## config.mk

```make
export PLATFORM = sky130hd
export DESIGN_NAME = pbio_port
export DESIGN_NICKNAME = d
export VERILOG_FILES = /design/src/pbio_pkg.sv /design/src/pbio_pad_bit.sv /design/src/pbio_port.sv
export VERILOG_INCLUDE_DIRS = /design/src
export SDC_FILE = /design/constraint.sdc
export NUM_CORES = 1
export LEC_CHECK = 0
export ABC_AREA = 1
export BUFFER_PORTS_ARGS = -buffer_cell sky130_fd_sc_hd__buf_2
export CAP_MARGIN = 25
export CELL_PAD_IN_SITES_DETAIL_PLACEMENT = 1
export CELL_PAD_IN_SITES_GLOBAL_PLACEMENT = 2
export CORE_UTILIZATION = 22
export CTS_CLUSTER_DIAMETER = 60
export DETAILED_ROUTE_END_ITERATION = 7
export GPL_ROUTABILITY_DRIVEN = 0
export GPL_TIMING_DRIVEN = 0
export PLACE_DENSITY_LB_ADDON = 0.05
export SYNTH_ARGS = -nofsm -noshare
export SYNTH_HDL_FRONTEND = slang
export SYNTH_HIERARCHICAL = 1
export SYNTH_SLANG_ARGS = --single-unit
```

## constraint.sdc

```tcl
create_clock -name aclk -period 1.6 [get_ports aclk]
set_clock_uncertainty 0.1 [all_clocks]
set_input_delay 0.16 -clock aclk [delete_from_list [all_inputs] [get_ports aclk]]
set_output_delay 0.16 -clock aclk [all_outputs]
set_load 0.05 [all_outputs]
```

## src/pbio_regs.svh

```systemverilog
// Register offsets, reset values and field positions of the eight-bit port
`ifndef PBIO_REGS_SVH
`define PBIO_REGS_SVH
`define PBIO_OFF_OUTPUT_LATCH 16'h0000
`define PBIO_OFF_DRIVE_TYPE 16'h000B
`define PBIO_OFF_PIN_LEVEL 16'h000C
`define PBIO_OFF_FUNC_MODE 16'h0010
`define PBIO_BYTE_ADDR(idx) ({(idx), 2'b00})
`define PBIO_RST_OUTPUT_LATCH 8'hFF
`define PBIO_RST_DRIVE_TYPE 8'h00
`define PBIO_RST_FUNC_MODE 1'b0
`define PBIO_BIT_UART_TX 0
`define PBIO_BIT_UART_RX 1
`define PBIO_BIT_PROG_RX 2
`define PBIO_BIT_PROG_TX 3
`define PBIO_ADDR_W 18
`endif

```

## src/pbio_pkg.sv

```systemverilog
// Types shared by the eight-bit port design
package pbio_pkg;
  typedef enum logic [2:0] {
    PBIO_IDLE = 3'b001,
    PBIO_WDONE = 3'b010,
    PBIO_RDONE = 3'b100
  } pbio_bus_state_t;
  typedef enum logic [0:0] {
    PBIO_MODE_RUN = 1'b0,
    PBIO_MODE_PROG = 1'b1
  } pbio_func_mode_t;
endpackage

```

## src/pbio_pad_bit.sv

```systemverilog
// One port bit: output stage select and pin sampling
`timescale 1ns/1ps
module pbio_pad_bit (
  input wire logic aclk,
  input wire logic aresetn,
  input wire logic latch_bit,
  input wire logic push_pull,
  input wire logic sample_en,
  input wire logic pin_i,
  output logic pin_o,
  output logic pin_oe_n,
  output logic sampled_r
);
  // Zero latch drives low always; one drives high only when push-pull, else floats
  always_comb begin
    pin_o = latch_bit;
    pin_oe_n = ~(push_pull | ~latch_bit);
  end

  // No input latch: live pin value taken only at the read sample moment
  always_ff @(posedge aclk) begin
    if (!aresetn) begin
      sampled_r <= 1'b0;
    end else if (sample_en) begin
      sampled_r <= pin_i;
    end
  end
endmodule

```

## src/pbio_port.sv

```systemverilog
// Eight-bit bidirectional port with AXI4-Lite register access
`timescale 1ns/1ps
`include "pbio_regs.svh"
module pbio_port #(
  parameter int WIDTH = 8
) (
  input wire logic aclk,
  input wire logic aresetn,
  input wire logic [`PBIO_ADDR_W-1:0] s_axi_awaddr,
  input wire logic [2:0] s_axi_awprot,
  input wire logic s_axi_awvalid,
  output logic s_axi_awready,
  input wire logic [31:0] s_axi_wdata,
  input wire logic [3:0] s_axi_wstrb,
  input wire logic s_axi_wvalid,
  output logic s_axi_wready,
  output logic [1:0] s_axi_bresp,
  output logic s_axi_bvalid,
  input wire logic s_axi_bready,
  input wire logic [`PBIO_ADDR_W-1:0] s_axi_araddr,
  input wire logic [2:0] s_axi_arprot,
  input wire logic s_axi_arvalid,
  output logic s_axi_arready,
  output logic [31:0] s_axi_rdata,
  output logic [1:0] s_axi_rresp,
  output logic s_axi_rvalid,
  input wire logic s_axi_rready,
  input wire logic [WIDTH-1:0] pin_i,
  output logic [WIDTH-1:0] pin_o,
  output logic [WIDTH-1:0] pin_oe_n,
  output logic uart_txd_i,
  input wire logic uart_txd_o,
  input wire logic uart_txd_en,
  output logic uart_rxd,
  output logic func_mode
);
  localparam logic [`PBIO_ADDR_W-1:0] A_LATCH = `PBIO_BYTE_ADDR(`PBIO_OFF_OUTPUT_LATCH);
  localparam logic [`PBIO_ADDR_W-1:0] A_DRIVE = `PBIO_BYTE_ADDR(`PBIO_OFF_DRIVE_TYPE);
  localparam logic [`PBIO_ADDR_W-1:0] A_PIN = `PBIO_BYTE_ADDR(`PBIO_OFF_PIN_LEVEL);
  localparam logic [`PBIO_ADDR_W-1:0] A_MODE = `PBIO_BYTE_ADDR(`PBIO_OFF_FUNC_MODE);

  pbio_pkg::pbio_bus_state_t wst_r;
  pbio_pkg::pbio_bus_state_t rst_r;
  logic [WIDTH-1:0] output_latch_r;
  logic [WIDTH-1:0] drive_type_r;
  logic [WIDTH-1:0] pin_sampled;
  logic [WIDTH-1:0] drive_bits;
  logic [WIDTH-1:0] latch_bits;
  pbio_pkg::pbio_func_mode_t mode_r;
  logic aw_held_r;
  logic w_held_r;
  logic [`PBIO_ADDR_W-1:0] awaddr_r;
  logic [31:0] wdata_r;
  logic [3:0] wstrb_r;
  logic [`PBIO_ADDR_W-1:0] araddr_r;
  logic wr_fire;
  logic rd_sample;
  logic [`PBIO_ADDR_W-1:0] wa;
  logic [31:0] wd;
  logic [3:0] ws;

  // Write address and data taken in either order, held until both present
  assign s_axi_awready = (wst_r == pbio_pkg::PBIO_IDLE) && !aw_held_r;
  assign s_axi_wready = (wst_r == pbio_pkg::PBIO_IDLE) && !w_held_r;
  assign s_axi_arready = (rst_r == pbio_pkg::PBIO_IDLE);
  assign s_axi_bvalid = (wst_r == pbio_pkg::PBIO_WDONE);
  assign s_axi_bresp = 2'b00;
  assign s_axi_rvalid = (rst_r == pbio_pkg::PBIO_RDONE);
  assign s_axi_rresp = 2'b00;

  always_comb begin
    wa = aw_held_r ? awaddr_r : s_axi_awaddr;
    wd = w_held_r ? wdata_r : s_axi_wdata;
    ws = w_held_r ? wstrb_r : s_axi_wstrb;
    wr_fire = (wst_r == pbio_pkg::PBIO_IDLE) && (aw_held_r || s_axi_awvalid) && (w_held_r || s_axi_wvalid);
    rd_sample = s_axi_arvalid && s_axi_arready;
  end

  always_ff @(posedge aclk) begin
    if (!aresetn) begin
      aw_held_r <= 1'b0;
      w_held_r <= 1'b0;
      awaddr_r <= '0;
      wdata_r <= 32'h0000_0000;
      wstrb_r <= 4'h0;
    end else if (wr_fire) begin
      aw_held_r <= 1'b0;
      w_held_r <= 1'b0;
    end else begin
      if (s_axi_awvalid && s_axi_awready) begin
        aw_held_r <= 1'b1;
        awaddr_r <= s_axi_awaddr;
      end
      if (s_axi_wvalid && s_axi_wready) begin
        w_held_r <= 1'b1;
        wdata_r <= s_axi_wdata;
        wstrb_r <= s_axi_wstrb;
      end
    end
  end

  always_ff @(posedge aclk) begin
    if (!aresetn) begin
      wst_r <= pbio_pkg::PBIO_IDLE;
    end else begin
      case (wst_r)
        pbio_pkg::PBIO_IDLE: begin
          if (wr_fire) begin
            wst_r <= pbio_pkg::PBIO_WDONE;
          end
        end
        pbio_pkg::PBIO_WDONE: begin
          if (s_axi_bready) begin
            wst_r <= pbio_pkg::PBIO_IDLE;
          end
        end
        default: wst_r <= pbio_pkg::PBIO_IDLE;
      endcase
    end
  end

  // Register update on the same edge that takes the write, as the bus leaves its first state
  always_ff @(posedge aclk) begin
    if (!aresetn) begin
      output_latch_r <= WIDTH'(`PBIO_RST_OUTPUT_LATCH);
      drive_type_r <= WIDTH'(`PBIO_RST_DRIVE_TYPE);
      mode_r <= pbio_pkg::pbio_func_mode_t'(`PBIO_RST_FUNC_MODE);
    end else if (wr_fire && ws[0]) begin
      if (wa[`PBIO_ADDR_W-1:2] == A_LATCH[`PBIO_ADDR_W-1:2]) begin
        output_latch_r <= wd[WIDTH-1:0];
      end
      if (wa[`PBIO_ADDR_W-1:2] == A_DRIVE[`PBIO_ADDR_W-1:2]) begin
        drive_type_r <= wd[WIDTH-1:0];
      end
      if (wa[`PBIO_ADDR_W-1:2] == A_MODE[`PBIO_ADDR_W-1:2]) begin
        mode_r <= pbio_pkg::pbio_func_mode_t'(wd[0]);
      end
      // Pin level address falls through untouched
    end
  end

  always_ff @(posedge aclk) begin
    if (!aresetn) begin
      rst_r <= pbio_pkg::PBIO_IDLE;
      araddr_r <= '0;
    end else begin
      case (rst_r)
        pbio_pkg::PBIO_IDLE: begin
          if (rd_sample) begin
            rst_r <= pbio_pkg::PBIO_RDONE;
            araddr_r <= s_axi_araddr;
          end
        end
        pbio_pkg::PBIO_RDONE: begin
          if (s_axi_rready) begin
            rst_r <= pbio_pkg::PBIO_IDLE;
          end
        end
        default: rst_r <= pbio_pkg::PBIO_IDLE;
      endcase
    end
  end

  // Read data are muxed from registers; pin value is the one sampled at address accept
  always_comb begin
    s_axi_rdata = 32'h0000_0000;
    if (rst_r == pbio_pkg::PBIO_RDONE) begin
      if (araddr_r[`PBIO_ADDR_W-1:2] == A_LATCH[`PBIO_ADDR_W-1:2]) begin
        s_axi_rdata[WIDTH-1:0] = output_latch_r;
      end else if (araddr_r[`PBIO_ADDR_W-1:2] == A_DRIVE[`PBIO_ADDR_W-1:2]) begin
        s_axi_rdata[WIDTH-1:0] = drive_type_r;
      end else if (araddr_r[`PBIO_ADDR_W-1:2] == A_PIN[`PBIO_ADDR_W-1:2]) begin
        s_axi_rdata[WIDTH-1:0] = pin_sampled;
      end else if (araddr_r[`PBIO_ADDR_W-1:2] == A_MODE[`PBIO_ADDR_W-1:2]) begin
        s_axi_rdata[0] = mode_r;
      end
    end
  end

  // Transmit function ANDs the UART output into its pin's latch bit while enabled
  always_comb begin
    latch_bits = output_latch_r;
    drive_bits = drive_type_r;
    if (uart_txd_en) begin
      if (mode_r == pbio_pkg::PBIO_MODE_RUN) begin
        latch_bits[`PBIO_BIT_UART_TX] = output_latch_r[`PBIO_BIT_UART_TX] & uart_txd_o;
      end else begin
        latch_bits[`PBIO_BIT_PROG_TX] = output_latch_r[`PBIO_BIT_PROG_TX] & uart_txd_o;
      end
    end
  end

  // Receive path taken live; function needs its latch bit at one
  always_comb begin
    uart_rxd = (mode_r == pbio_pkg::PBIO_MODE_RUN) ? pin_i[`PBIO_BIT_UART_RX] : pin_i[`PBIO_BIT_PROG_RX];
    uart_txd_i = (mode_r == pbio_pkg::PBIO_MODE_RUN) ? pin_i[`PBIO_BIT_UART_TX] : pin_i[`PBIO_BIT_PROG_TX];
    func_mode = mode_r;
  end

  genvar gi;
  generate
    for (gi = 0; gi < WIDTH; gi++) begin : g_bit
      pbio_pad_bit u_bit (
        .aclk(aclk),
        .aresetn(aresetn),
        .latch_bit(latch_bits[gi]),
        .push_pull(drive_bits[gi]),
        .sample_en(rd_sample),
        .pin_i(pin_i[gi]),
        .pin_o(pin_o[gi]),
        .pin_oe_n(pin_oe_n[gi]),
        .sampled_r(pin_sampled[gi])
      );
    end
  endgenerate
endmodule

```

# --- Yosys cells after proc, flatten, opt, wreduce, memory -nomap -nowiden ---
# Cells that the tools add are included.
totals:
  ff_bits: 78
  out_inout_bits: 60
  elab_cells: 104
op_classes:
  n_eq_ne: 13
  mux: 21
  bitwise: 28
  n_reduce_logical: 23
ops:
  columns: ["operator", "count"]
  rows:
  - ["$eq 16x4->1 const B", 3]
  - ["$eq 16x5->1 const B", 2]
  - ["$logic_not 16->1", 2]
  - ["$mux 8", 4]
  - ["$mux 18", 1]
  - ["$not 1->1", 18]
  - ["$reduce_and 2->1", 8]
  - ["$mux 3", 4]
  - ["$pmux 3 s2", 2]
  - ["$mux 1", 9]
  - ["$logic_and 1x1->1", 8]
  - ["$or 1x1->1", 8]
  - ["$mux 7", 1]
  - ["$eq 3x1->1 const B", 2]
  - ["$ne 2x1->1 const B", 3]
  - ["$eq 3x2->1 const B", 1]
  - ["$eq 3x3->1 const B", 1]
  - ["$and 1x1->1", 2]
  - ["$logic_not 1->1", 2]
  - ["$logic_or 1x1->1", 2]
  - ["$ne 2x2->1 const B", 1]
  - ["$reduce_or 2->1", 1]

# --- Logic depth before layout (Yosys ltp) ---
# Gate-level depths: netlist (run 1).
logic_depth:
  depth_word: 6
  depth_mapped: 13

# --- Modules after synthesis ---
# Netlist (run 1), hierarchy kept.
by_module_without_submodules:
  columns: ["module", "instances", "cells_per_inst", "area_each_um2", "seq_area_each_um2"]
  rows:
  - ["pbio_port", 1, 527, 3477.1, 1281.2]
  - ["pbio_pad_bit", 8, 9, 56.3, 20.0]

# --- Worst setup path before layout (run 1) ---
# Ideal clock, no wire load.
synth_timing:
  kind: "reg2out"
  start: "register mode_r, in the netlist func_mode"
  end: "output port s_axi_rdata[0]"
  t_arrival_ns: 1.837
  required_ns: 1.340
  slack_ns: -0.497
  path_stages_with_launch: 7
  n_path_buf: 0
  path_cell_list: "dfxtp_1 inv_1 nor3_1 nand3_1 nand2_1 nor2_1 nor2_1"
synth_via:
  elab_chain_cells: 5
synth_rtl:
  columns: ["element", "line", "source"]
  rows:
  - ["start: declaration", "pbio_port.sv:49", "pbio_pkg::pbio_func_mode_t mode_r;"]
  - ["start signal: assignment", "pbio_port.sv:127", "mode_r <= pbio_pkg::pbio_func_mode_t'(`PBIO_RST_FUNC_MODE);"]
  - ["start signal: assignment", "pbio_port.sv:136", "mode_r <= pbio_pkg::pbio_func_mode_t'(wd[0]);"]
  - ["$mux 1", "pbio_port.sv:174", "end else if (araddr_r[`PBIO_ADDR_W-1:2] == A_MODE[`PBIO_ADDR_W-1:2]) begin"]
  - ["$mux 1", "pbio_port.sv:172", "end else if (araddr_r[`PBIO_ADDR_W-1:2] == A_PIN[`PBIO_ADDR_W-1:2]) begin"]
  - ["$mux 8", "pbio_port.sv:170", "end else if (araddr_r[`PBIO_ADDR_W-1:2] == A_DRIVE[`PBIO_ADDR_W-1:2]) begin"]
  - ["$mux 8", "pbio_port.sv:168", "if (araddr_r[`PBIO_ADDR_W-1:2] == A_LATCH[`PBIO_ADDR_W-1:2]) begin"]
  - ["$mux 8", "pbio_port.sv:167", "if (rst_r == pbio_pkg::PBIO_RDONE) begin"]
  - ["end: declaration", "pbio_port.sv:24", "output logic [31:0] s_axi_rdata,"]
# No other way between the ends.

# --- Worst setup path after layout (run 1) ---
layout_timing:
  start: "register araddr_r[10]"
  end: "output port s_axi_rdata[7]"
layout_via:
  elab_chain_cells: 5
layout_rtl:
  columns: ["element", "line", "source"]
  rows:
  - ["start: declaration", "pbio_port.sv:55", "logic [`PBIO_ADDR_W-1:0] araddr_r;"]
  - ["start signal: assignment", "pbio_port.sv:151", "araddr_r <= s_axi_araddr;"]
  - ["$eq 16x4->1", "pbio_port.sv:172", null]
  - ["$mux 7", "pbio_port.sv:172", null]
  - ["$mux 8", "pbio_port.sv:170", null]
  - ["$mux 8 (*)", "pbio_port.sv:168", null]
  - ["$mux 8 (*)", "pbio_port.sv:167", null]
# Mark *: on every way between the ends. The rest lies on a longest branch, timed or not.

==> impl_metrics.toml, run 1 <==
[worst_setup_path]
slowest_stage = "dfxtp_2"
worstSetupStartpointType = "register"
crit_path_cell_trace = "nor2_2 > nand3_2 > nor2_4 > buf_6 > buf_6 > nand4_1 > nand2_1 > nor2_2 > nor2_4 > buf_6"
criticalPathCategory = "reg2out"
ff2ff_path_depth = 12
cp.required_ns = 1.34
cp-end-kind = "output pin"
path_common_cell = "buf_6"
critPathMaxStageDelay_ns = 0.32
rrSetupSlack_ns = -0.08
r2r_end = "output_latch_r[1]"
crit_fanout = 5
arrival_ns = 1.77
rr_startpoint = "aw_held_r"

[pwr]
ir_drop_mv = 0.618
p_clk_share_pct = 38.6
intPower_mw = 4.01
p_sw_mw = 1.83
p_leak_nw = 2.80
p_seq_share_pct = 34.1
p_sw_share_pct = 31.3
pwr_density_cell_nw_per_um2 = 969
combPwrFrac_pct = 27.2
total_power_mw = 5.83

[global_route]
grt_max_degree = 24
grtUsageTotal_pct = 15.3
grt_overflow = 0
grt_pass1_wl_um = 21600
first_global_vias = 4241
antenna_found_initial = 0

[placed_design]
hpwl_um = 10100
placed_cells = 940
port_buffers = 89
place_area_sq_um = 4830

[floorplan]
start_util_pct = 22.6
die_x_um = 136
dieArea_sq_um = 18400
core_area_sq_um = 17400
rows = 48
ioPinCount = 155
die_h_um = 136

[timing]
finalHoldViolations = 0
worst_pin_slew_ns = 0.571
rsz0062_at_grt = "true"
fin_crit_ns = 2.03
fmax_ghz = 0.492
drv_slew = 0
finalWorstSetupSlack_ns = -0.434
post-route-period-util_pct = 127
setup_viol = 16
tns_ns = -3.66
slew_headroom_pct = 61.9

[synth]
synth_top_area_share_pct = 36.7
seq_area_frac_synth_pct = 36.7
ys_ff_latch = 72
avgSynthCellArea_sq_um = 6.56
synth_area_sq_um = 3930
ys_warn_count = 6
syn_inst = 599
synth_area_leader_cell = "dfxtp_1"
synthDistinctLibCells = 28
synth_area_leaders = "dfxtp_1, nand2_1, inv_1"

[cells_and_area]
area_growth_pct = 53.2
post-route-util_pct = 34.7
drive_gt1_share_pct = 38.9
nNetsFinal = 851
fin_cells = 986
antenna_cells = 0
final_area_sq_um = 6020

[clock_network]
clk_latency_ns = 0.34
cts_buffers = 9
htreeDepth = 3
cts_num_sinks = 72
cts_tree = "yes"
clk_path_buf_depth = 2
cts_root_buffer = "clkbuf_16"
clkTransAtPathRegs_ns = 0.06

[min_path]
hold_path_end = "awaddr_r[17]"
min_delay_path_depth = 3
hold_class = "in2reg"
hp-start = "s_axi_awaddr[17]"

[flow_run]
cap_violations = 0

[run_status]
status = "finished, violations left"
violations = "setup timing"

[route]
drt_iter0_markers = 94
dr.pass1.iters = 5
drc = 0
viasPerCell = 4.17
routedWlPerCell_um = 13.5
drtAntennaViolNets = 0
routed_wl_um = 13400
via_count = 4111
-- placed cells by master (no fill, tap or decap), types with 22 or more instances in the layout --
cell type | synthesis | final
o21ai_0 | 44 | 34
buf_2 | 4 | 75
buf_4 | 38 | 53
conb_1 | 1 | 28
nand2_2 | 4 | 24
dfxtp_1 | 72 | 68
nand4_1 | 26 | 26
inv_1 | 79 | 69
nand3_1 | 32 | 23
nor2_1 | 75 | 46
nor2_2 | 11 | 22
nand2_1 | 136 | 102
a21oi_1 | 42 | 42
-- routing by layer --
| metal | routed length (um) | global-route usage, % | vias up |
|---|---|---|---|
| li1 | - | - | 2146 |
| met1 | 6180 | 19.0 | 1885 |
| met2 | 6550 | 26.6 | 69 |
| met3 | 432 | 2.10 | 11 |
| met4 | 187 | 5.62 | 0 |
| met5 | 0 | 0 | - |
-- metrics by stage --
step	hold slack, ns	worst slack (ns)
2_1_floorplan	0.195	0.00290
3_3_place_gp	0.315	-0.433
3_5_place_dp	0.324	-0.483
4_1_cts	0.000171	-0.492
5_1_grt	0.00441	-0.571
6_report	0.00288	-0.434
-- power by group through the flow --
stage | Sequential (mW) | Combinational (mW) | Clock, mW
after floorplan | 2.00 | 0.904 | 0
after global placement | 2.01 | 1.20 | 0
after detailed placement | 2.01 | 1.22 | 0
after CTS | 1.98 | 1.47 | 2.33
after global routing | 2.01 | 1.74 | 2.42
final | 1.99 | 1.59 | 2.25
-- worst max-delay path, delay by kind of cell, from the launching register on --
kind | cells | cell delay [ns]
buffers and inverters | 3 | 0.39
DFF | 1 | 0.32
and+or+nand+nor | 7 | 0.72
-- area by class of cell --
cell class	count	area (sq um)
plain buffers	57	450
clock buffers	14	274
clock inverters	2	60.1
fillers	2178	11300
inverters	83	342
multi-input cells	412	2300
flip-flops and latches	72	1450
well taps	225	282
repair buffers	121	861
-- Yosys cell counts, drive strengths merged --
library cell and n:
nand2 140, nor2 89, inv 81, dfxtp 72, buf 47, o21ai 45, a21oi 42, nand3 35
nand4 26, clkbuf 12, nor3 4, clkinv 2, conb 1, nand3b 1, nor3b 1, or2 1
-- sequential cells by signal, summed over array words and instances, names as in the netlist --
register	flops
araddr_r	16
awaddr_r	16
drive_bits	8
g_bit.u_bit/sampled_r	8
output_latch_r	8
wdata_r	8
rst_r	2
wst_r	2
aw_held_r	1
func_mode	1
w_held_r	1
wstrb_r	1
-- worst max-delay path by stage --
stage / end / startpoint / slack, ns / depth (start not counted)
after floorplan: s_axi_rdata[2] / araddr_r[14] / 0.003 / 8
after global placement: awaddr_r[12] / wst_r[1] / -0.43 / 7
after detailed placement: awaddr_r[12] / wst_r[1] / -0.48 / 7
after CTS: s_axi_rdata[2] / araddr_r[14] / -0.49 / 9
after global routing: s_axi_rdata[7] / araddr_r[10] / -0.57 / 10
final: s_axi_rdata[7] / araddr_r[10] / -0.43 / 10
-- repair_timing --
| action | in CTS | in global routing |
|---|---|---|
| buffers inserted | 11 | 9 |
| gates resized for setup | 119 | 77 |
| gates cloned | 3 | 0 |
| pin swaps | 35 | 39 |
| endpoints found under the hold margin | 9 | 0 |
| hold buffers | 9 | 0 |
| endpoints found under the setup margin | 68 | 57 |
-- logic make-up after synthesis --
family,Yosys count,share of synthesized area (%)
buf+inv,142,18.2
flops,72,36.7
other cells,1,0.0955
compound gates,87,11.1
simple gates,297,34.0
Note: power is estimated with default switching activity, not from simulation.
==> run 2, diff against run 1 <==
--- a/config.mk
+++ b/config.mk
@@ -6,12 +6,11 @@
 export SDC_FILE = /design/constraint.sdc
 export NUM_CORES = 1
 export LEC_CHECK = 0
-export ABC_AREA = 1
 export BUFFER_PORTS_ARGS = -buffer_cell sky130_fd_sc_hd__buf_2
 export CAP_MARGIN = 25
 export CELL_PAD_IN_SITES_DETAIL_PLACEMENT = 1
 export CELL_PAD_IN_SITES_GLOBAL_PLACEMENT = 2
-export CORE_UTILIZATION = 22
+export CORE_UTILIZATION = 26
 export CTS_CLUSTER_DIAMETER = 60
 export DETAILED_ROUTE_END_ITERATION = 7
 export GPL_ROUTABILITY_DRIVEN = 0
==> constraint.sdc (replaced) <==
create_clock -name aclk -period 2.2 [get_ports aclk]
set_clock_uncertainty 0.1 [all_clocks]
set_input_delay 0.22 -clock aclk [delete_from_list [all_inputs] [get_ports aclk]]
set_output_delay 0.22 -clock aclk [all_outputs]
set_load 0.05 [all_outputs]
==> impl_metrics.toml, run 2 <==
[synth]
synth_ff_type = "dfxtp_1"
synth_area_sq_um = 3430
ys_warn_count = 6
synth_common_cells = "dfxtp_1, nor2_1, mux2i_1"
ys_ff_latch = 72
synth_area_leaders = "dfxtp_1, mux2i_1, buf_4"
seq_area_frac_synth_pct = 42.1
syn_inst = 384
yosysMostFrequentCell = "dfxtp_1"
synth-edff-count = 0
synth_area_leader_cell = "dfxtp_1"
synthDistinctLibCells = 38
ys_async_sr_fraction_pct = 0
avgSynthCellArea_sq_um = 8.92
synth_top_area_share_pct = 42.1

[global_route]
first_global_vias = 3142
grtUsageTotal_pct = 15.7
grt_pass1_wl_um = 16000
antenna_found_initial = 0
grt_overflow = 0
grt_max_degree = 18

[timing]
worst_pin_slew_ns = 0.688
fmax_ghz = 0.384
holdWs_ns = 0.0294
finalWorstSetupSlack_ns = -0.401
setup_viol = 8
post-route-period-util_pct = 118
finalHoldViolations = 0
slew_headroom_pct = 54.1
rsz0062_at_grt = "true"
tns_ns = -2.97
drv_slew = 0
fin_crit_ns = 2.60

[worst_setup_path]
cp.required_ns = 1.88
crit_fanout = 8
cp-end-kind = "output pin"
criticalPathCategory = "reg2out"
rr_startpoint = "wst_r[1]"
ff2ff_path_depth = 6
worstSetupStartpointType = "register"
rrSetupSlack_ns = 0.19
r2r_end = "output_latch_r[4]"
arrival_ns = 2.28

[route]
drt_iter0_markers = 118
via_count = 3140
viasPerCell = 4.51
routedWlPerCell_um = 14.7
drtAntennaViolNets = 0
dr.pass1.iters = 5
drc = 0
routed_wl_um = 10200

[floorplan]
rows = 41
core_area_sq_um = 12700
ioPinCount = 155
start_util_pct = 26.9
die_h_um = 117
dieArea_sq_um = 13600
die_x_um = 117

[cells_and_area]
fin_cells = 696
post-route-util_pct = 37.5
antenna_cells = 0
drive_gt1_share_pct = 35.1
final_cell_mix = "buf_2, dfxtp_1, buf_4, mux2i_1, nor2_1"
final_common_cell = "buf_2"
reg_top3 = "araddr_r x16, awaddr_r x16"
area_growth_pct = 39.2
nNetsFinal = 614

[pwr]
ir_drop_mv = 0.408
pwr_density_cell_nw_per_um2 = 752
p_leak_nw = 2.08

[clock_network]
clk_path_buf_depth = 2
clk_latency_ns = 0.34
cts_num_sinks = 72
cts_root_buffer = "clkbuf_16"
htreeDepth = 3
clkTransAtPathRegs_ns = 0.05
cts_buffers = 9
cts_tree = "yes"
ctsHoldBuffers = 0

[min_path]
hp-start = "s_axi_araddr[9]"
min_delay_path_depth = 3
hold_class = "in2reg"
hold_path_end = "araddr_r[9]"

[flow_run]
cap_violations = 0

[placed_design]
dp_slack_ns = -0.444
hpwl_um = 7860
port_buffers = 89
placed_cells = 673

[run_status]
status = "finished, violations left"
violations = "setup timing"
[run 2: cell types whose count changed in the layout (fill, tap and decap cells not counted), sizes merged, moves of 11 or more]
cell   delta
nand3    -33
nor2b    +21
buf      -17
nand4    -24
o21ai    -44
mux2i    +42
inv      -72
nand2   -105
nor2     -43
a21oi    -11
[run 2: area by class of cell]
| type | count | area [sq um] |
|---|---|---|
| multi-input cells | 276 | 1820 |
| clock inverters | 3 | 40.0 |
| repair buffers | 97 | 582 |
| clock buffers | 13 | 260 |
| plain buffers | 56 | 383 |
| well taps | 172 | 215 |
| flip-flops and latches | 72 | 1440 |
| fillers | 1531 | 7950 |
| inverters | 7 | 26.3 |
[run 2: cell families (layout without fill, tap and decap cells)]
group	Yosys count	after routing	synth area share [%]
AO/OA/AOI/OAI	70	70	14.2
buffers and inverters	63	176	11.2
flip-flops	72	72	42.1
multiplexers	44	44	12.9
other	1	28	0.109
AND/OR/NAND/NOR	134	134	19.5
[run 2: worst max-delay path by stage]
stage            startpoint        endpoint
2_1_floorplan   araddr_r[7]  s_axi_rdata[0]
3_3_place_gp   araddr_r[14]  s_axi_rdata[3]
5_1_grt        araddr_r[10]  s_axi_rdata[1]
4_1_cts        araddr_r[10]  s_axi_rdata[3]
6_report       araddr_r[10]  s_axi_rdata[3]
3_5_place_dp   araddr_r[14]  s_axi_rdata[3]
[run 2: worst max-delay path, stage by stage, from the launching register on]
cell	delay, ns
dfxtp_2	0.32
or4_4	0.54
and4bb_2	0.31
and4_4	0.23
buf_8	0.12
a222oi_1	0.11
nor2_4	0.16
buf_8	0.15
[run 2: through the flow]
step                cell area, sq um  total power [mW]
global placement                4260              2.09
detailed placement              4270              2.11
floorplan                       3600              1.93
CTS                             4690              3.63
finish                          4770              3.59
global route                    4770              3.77
[run 2: per-layer routing]
layer	vias to the layer above	GRT usage (%)	part of all wire (%)
met5	-	0	0
met4	0	4.39	1.0
met3	7	4.69	5.0
met2	88	25.2	45
met1	1469	20.5	49
li1	1576	-	-
[run 2: repair_timing]
| action | CTS | global route |
|---|---|---|
| setup endpoints to repair | 23 | 33 |
| resized for setup | 26 | 14 |
| pin swaps | 4 | 8 |
| setup buffers | 2 | 5 |
[run 2: power by group]
part           switching (mW)  internal, mW
Combinational           0.439         0.250
Clock                   0.546         0.937
Sequential             0.0466          1.37
Total                    1.03          2.56
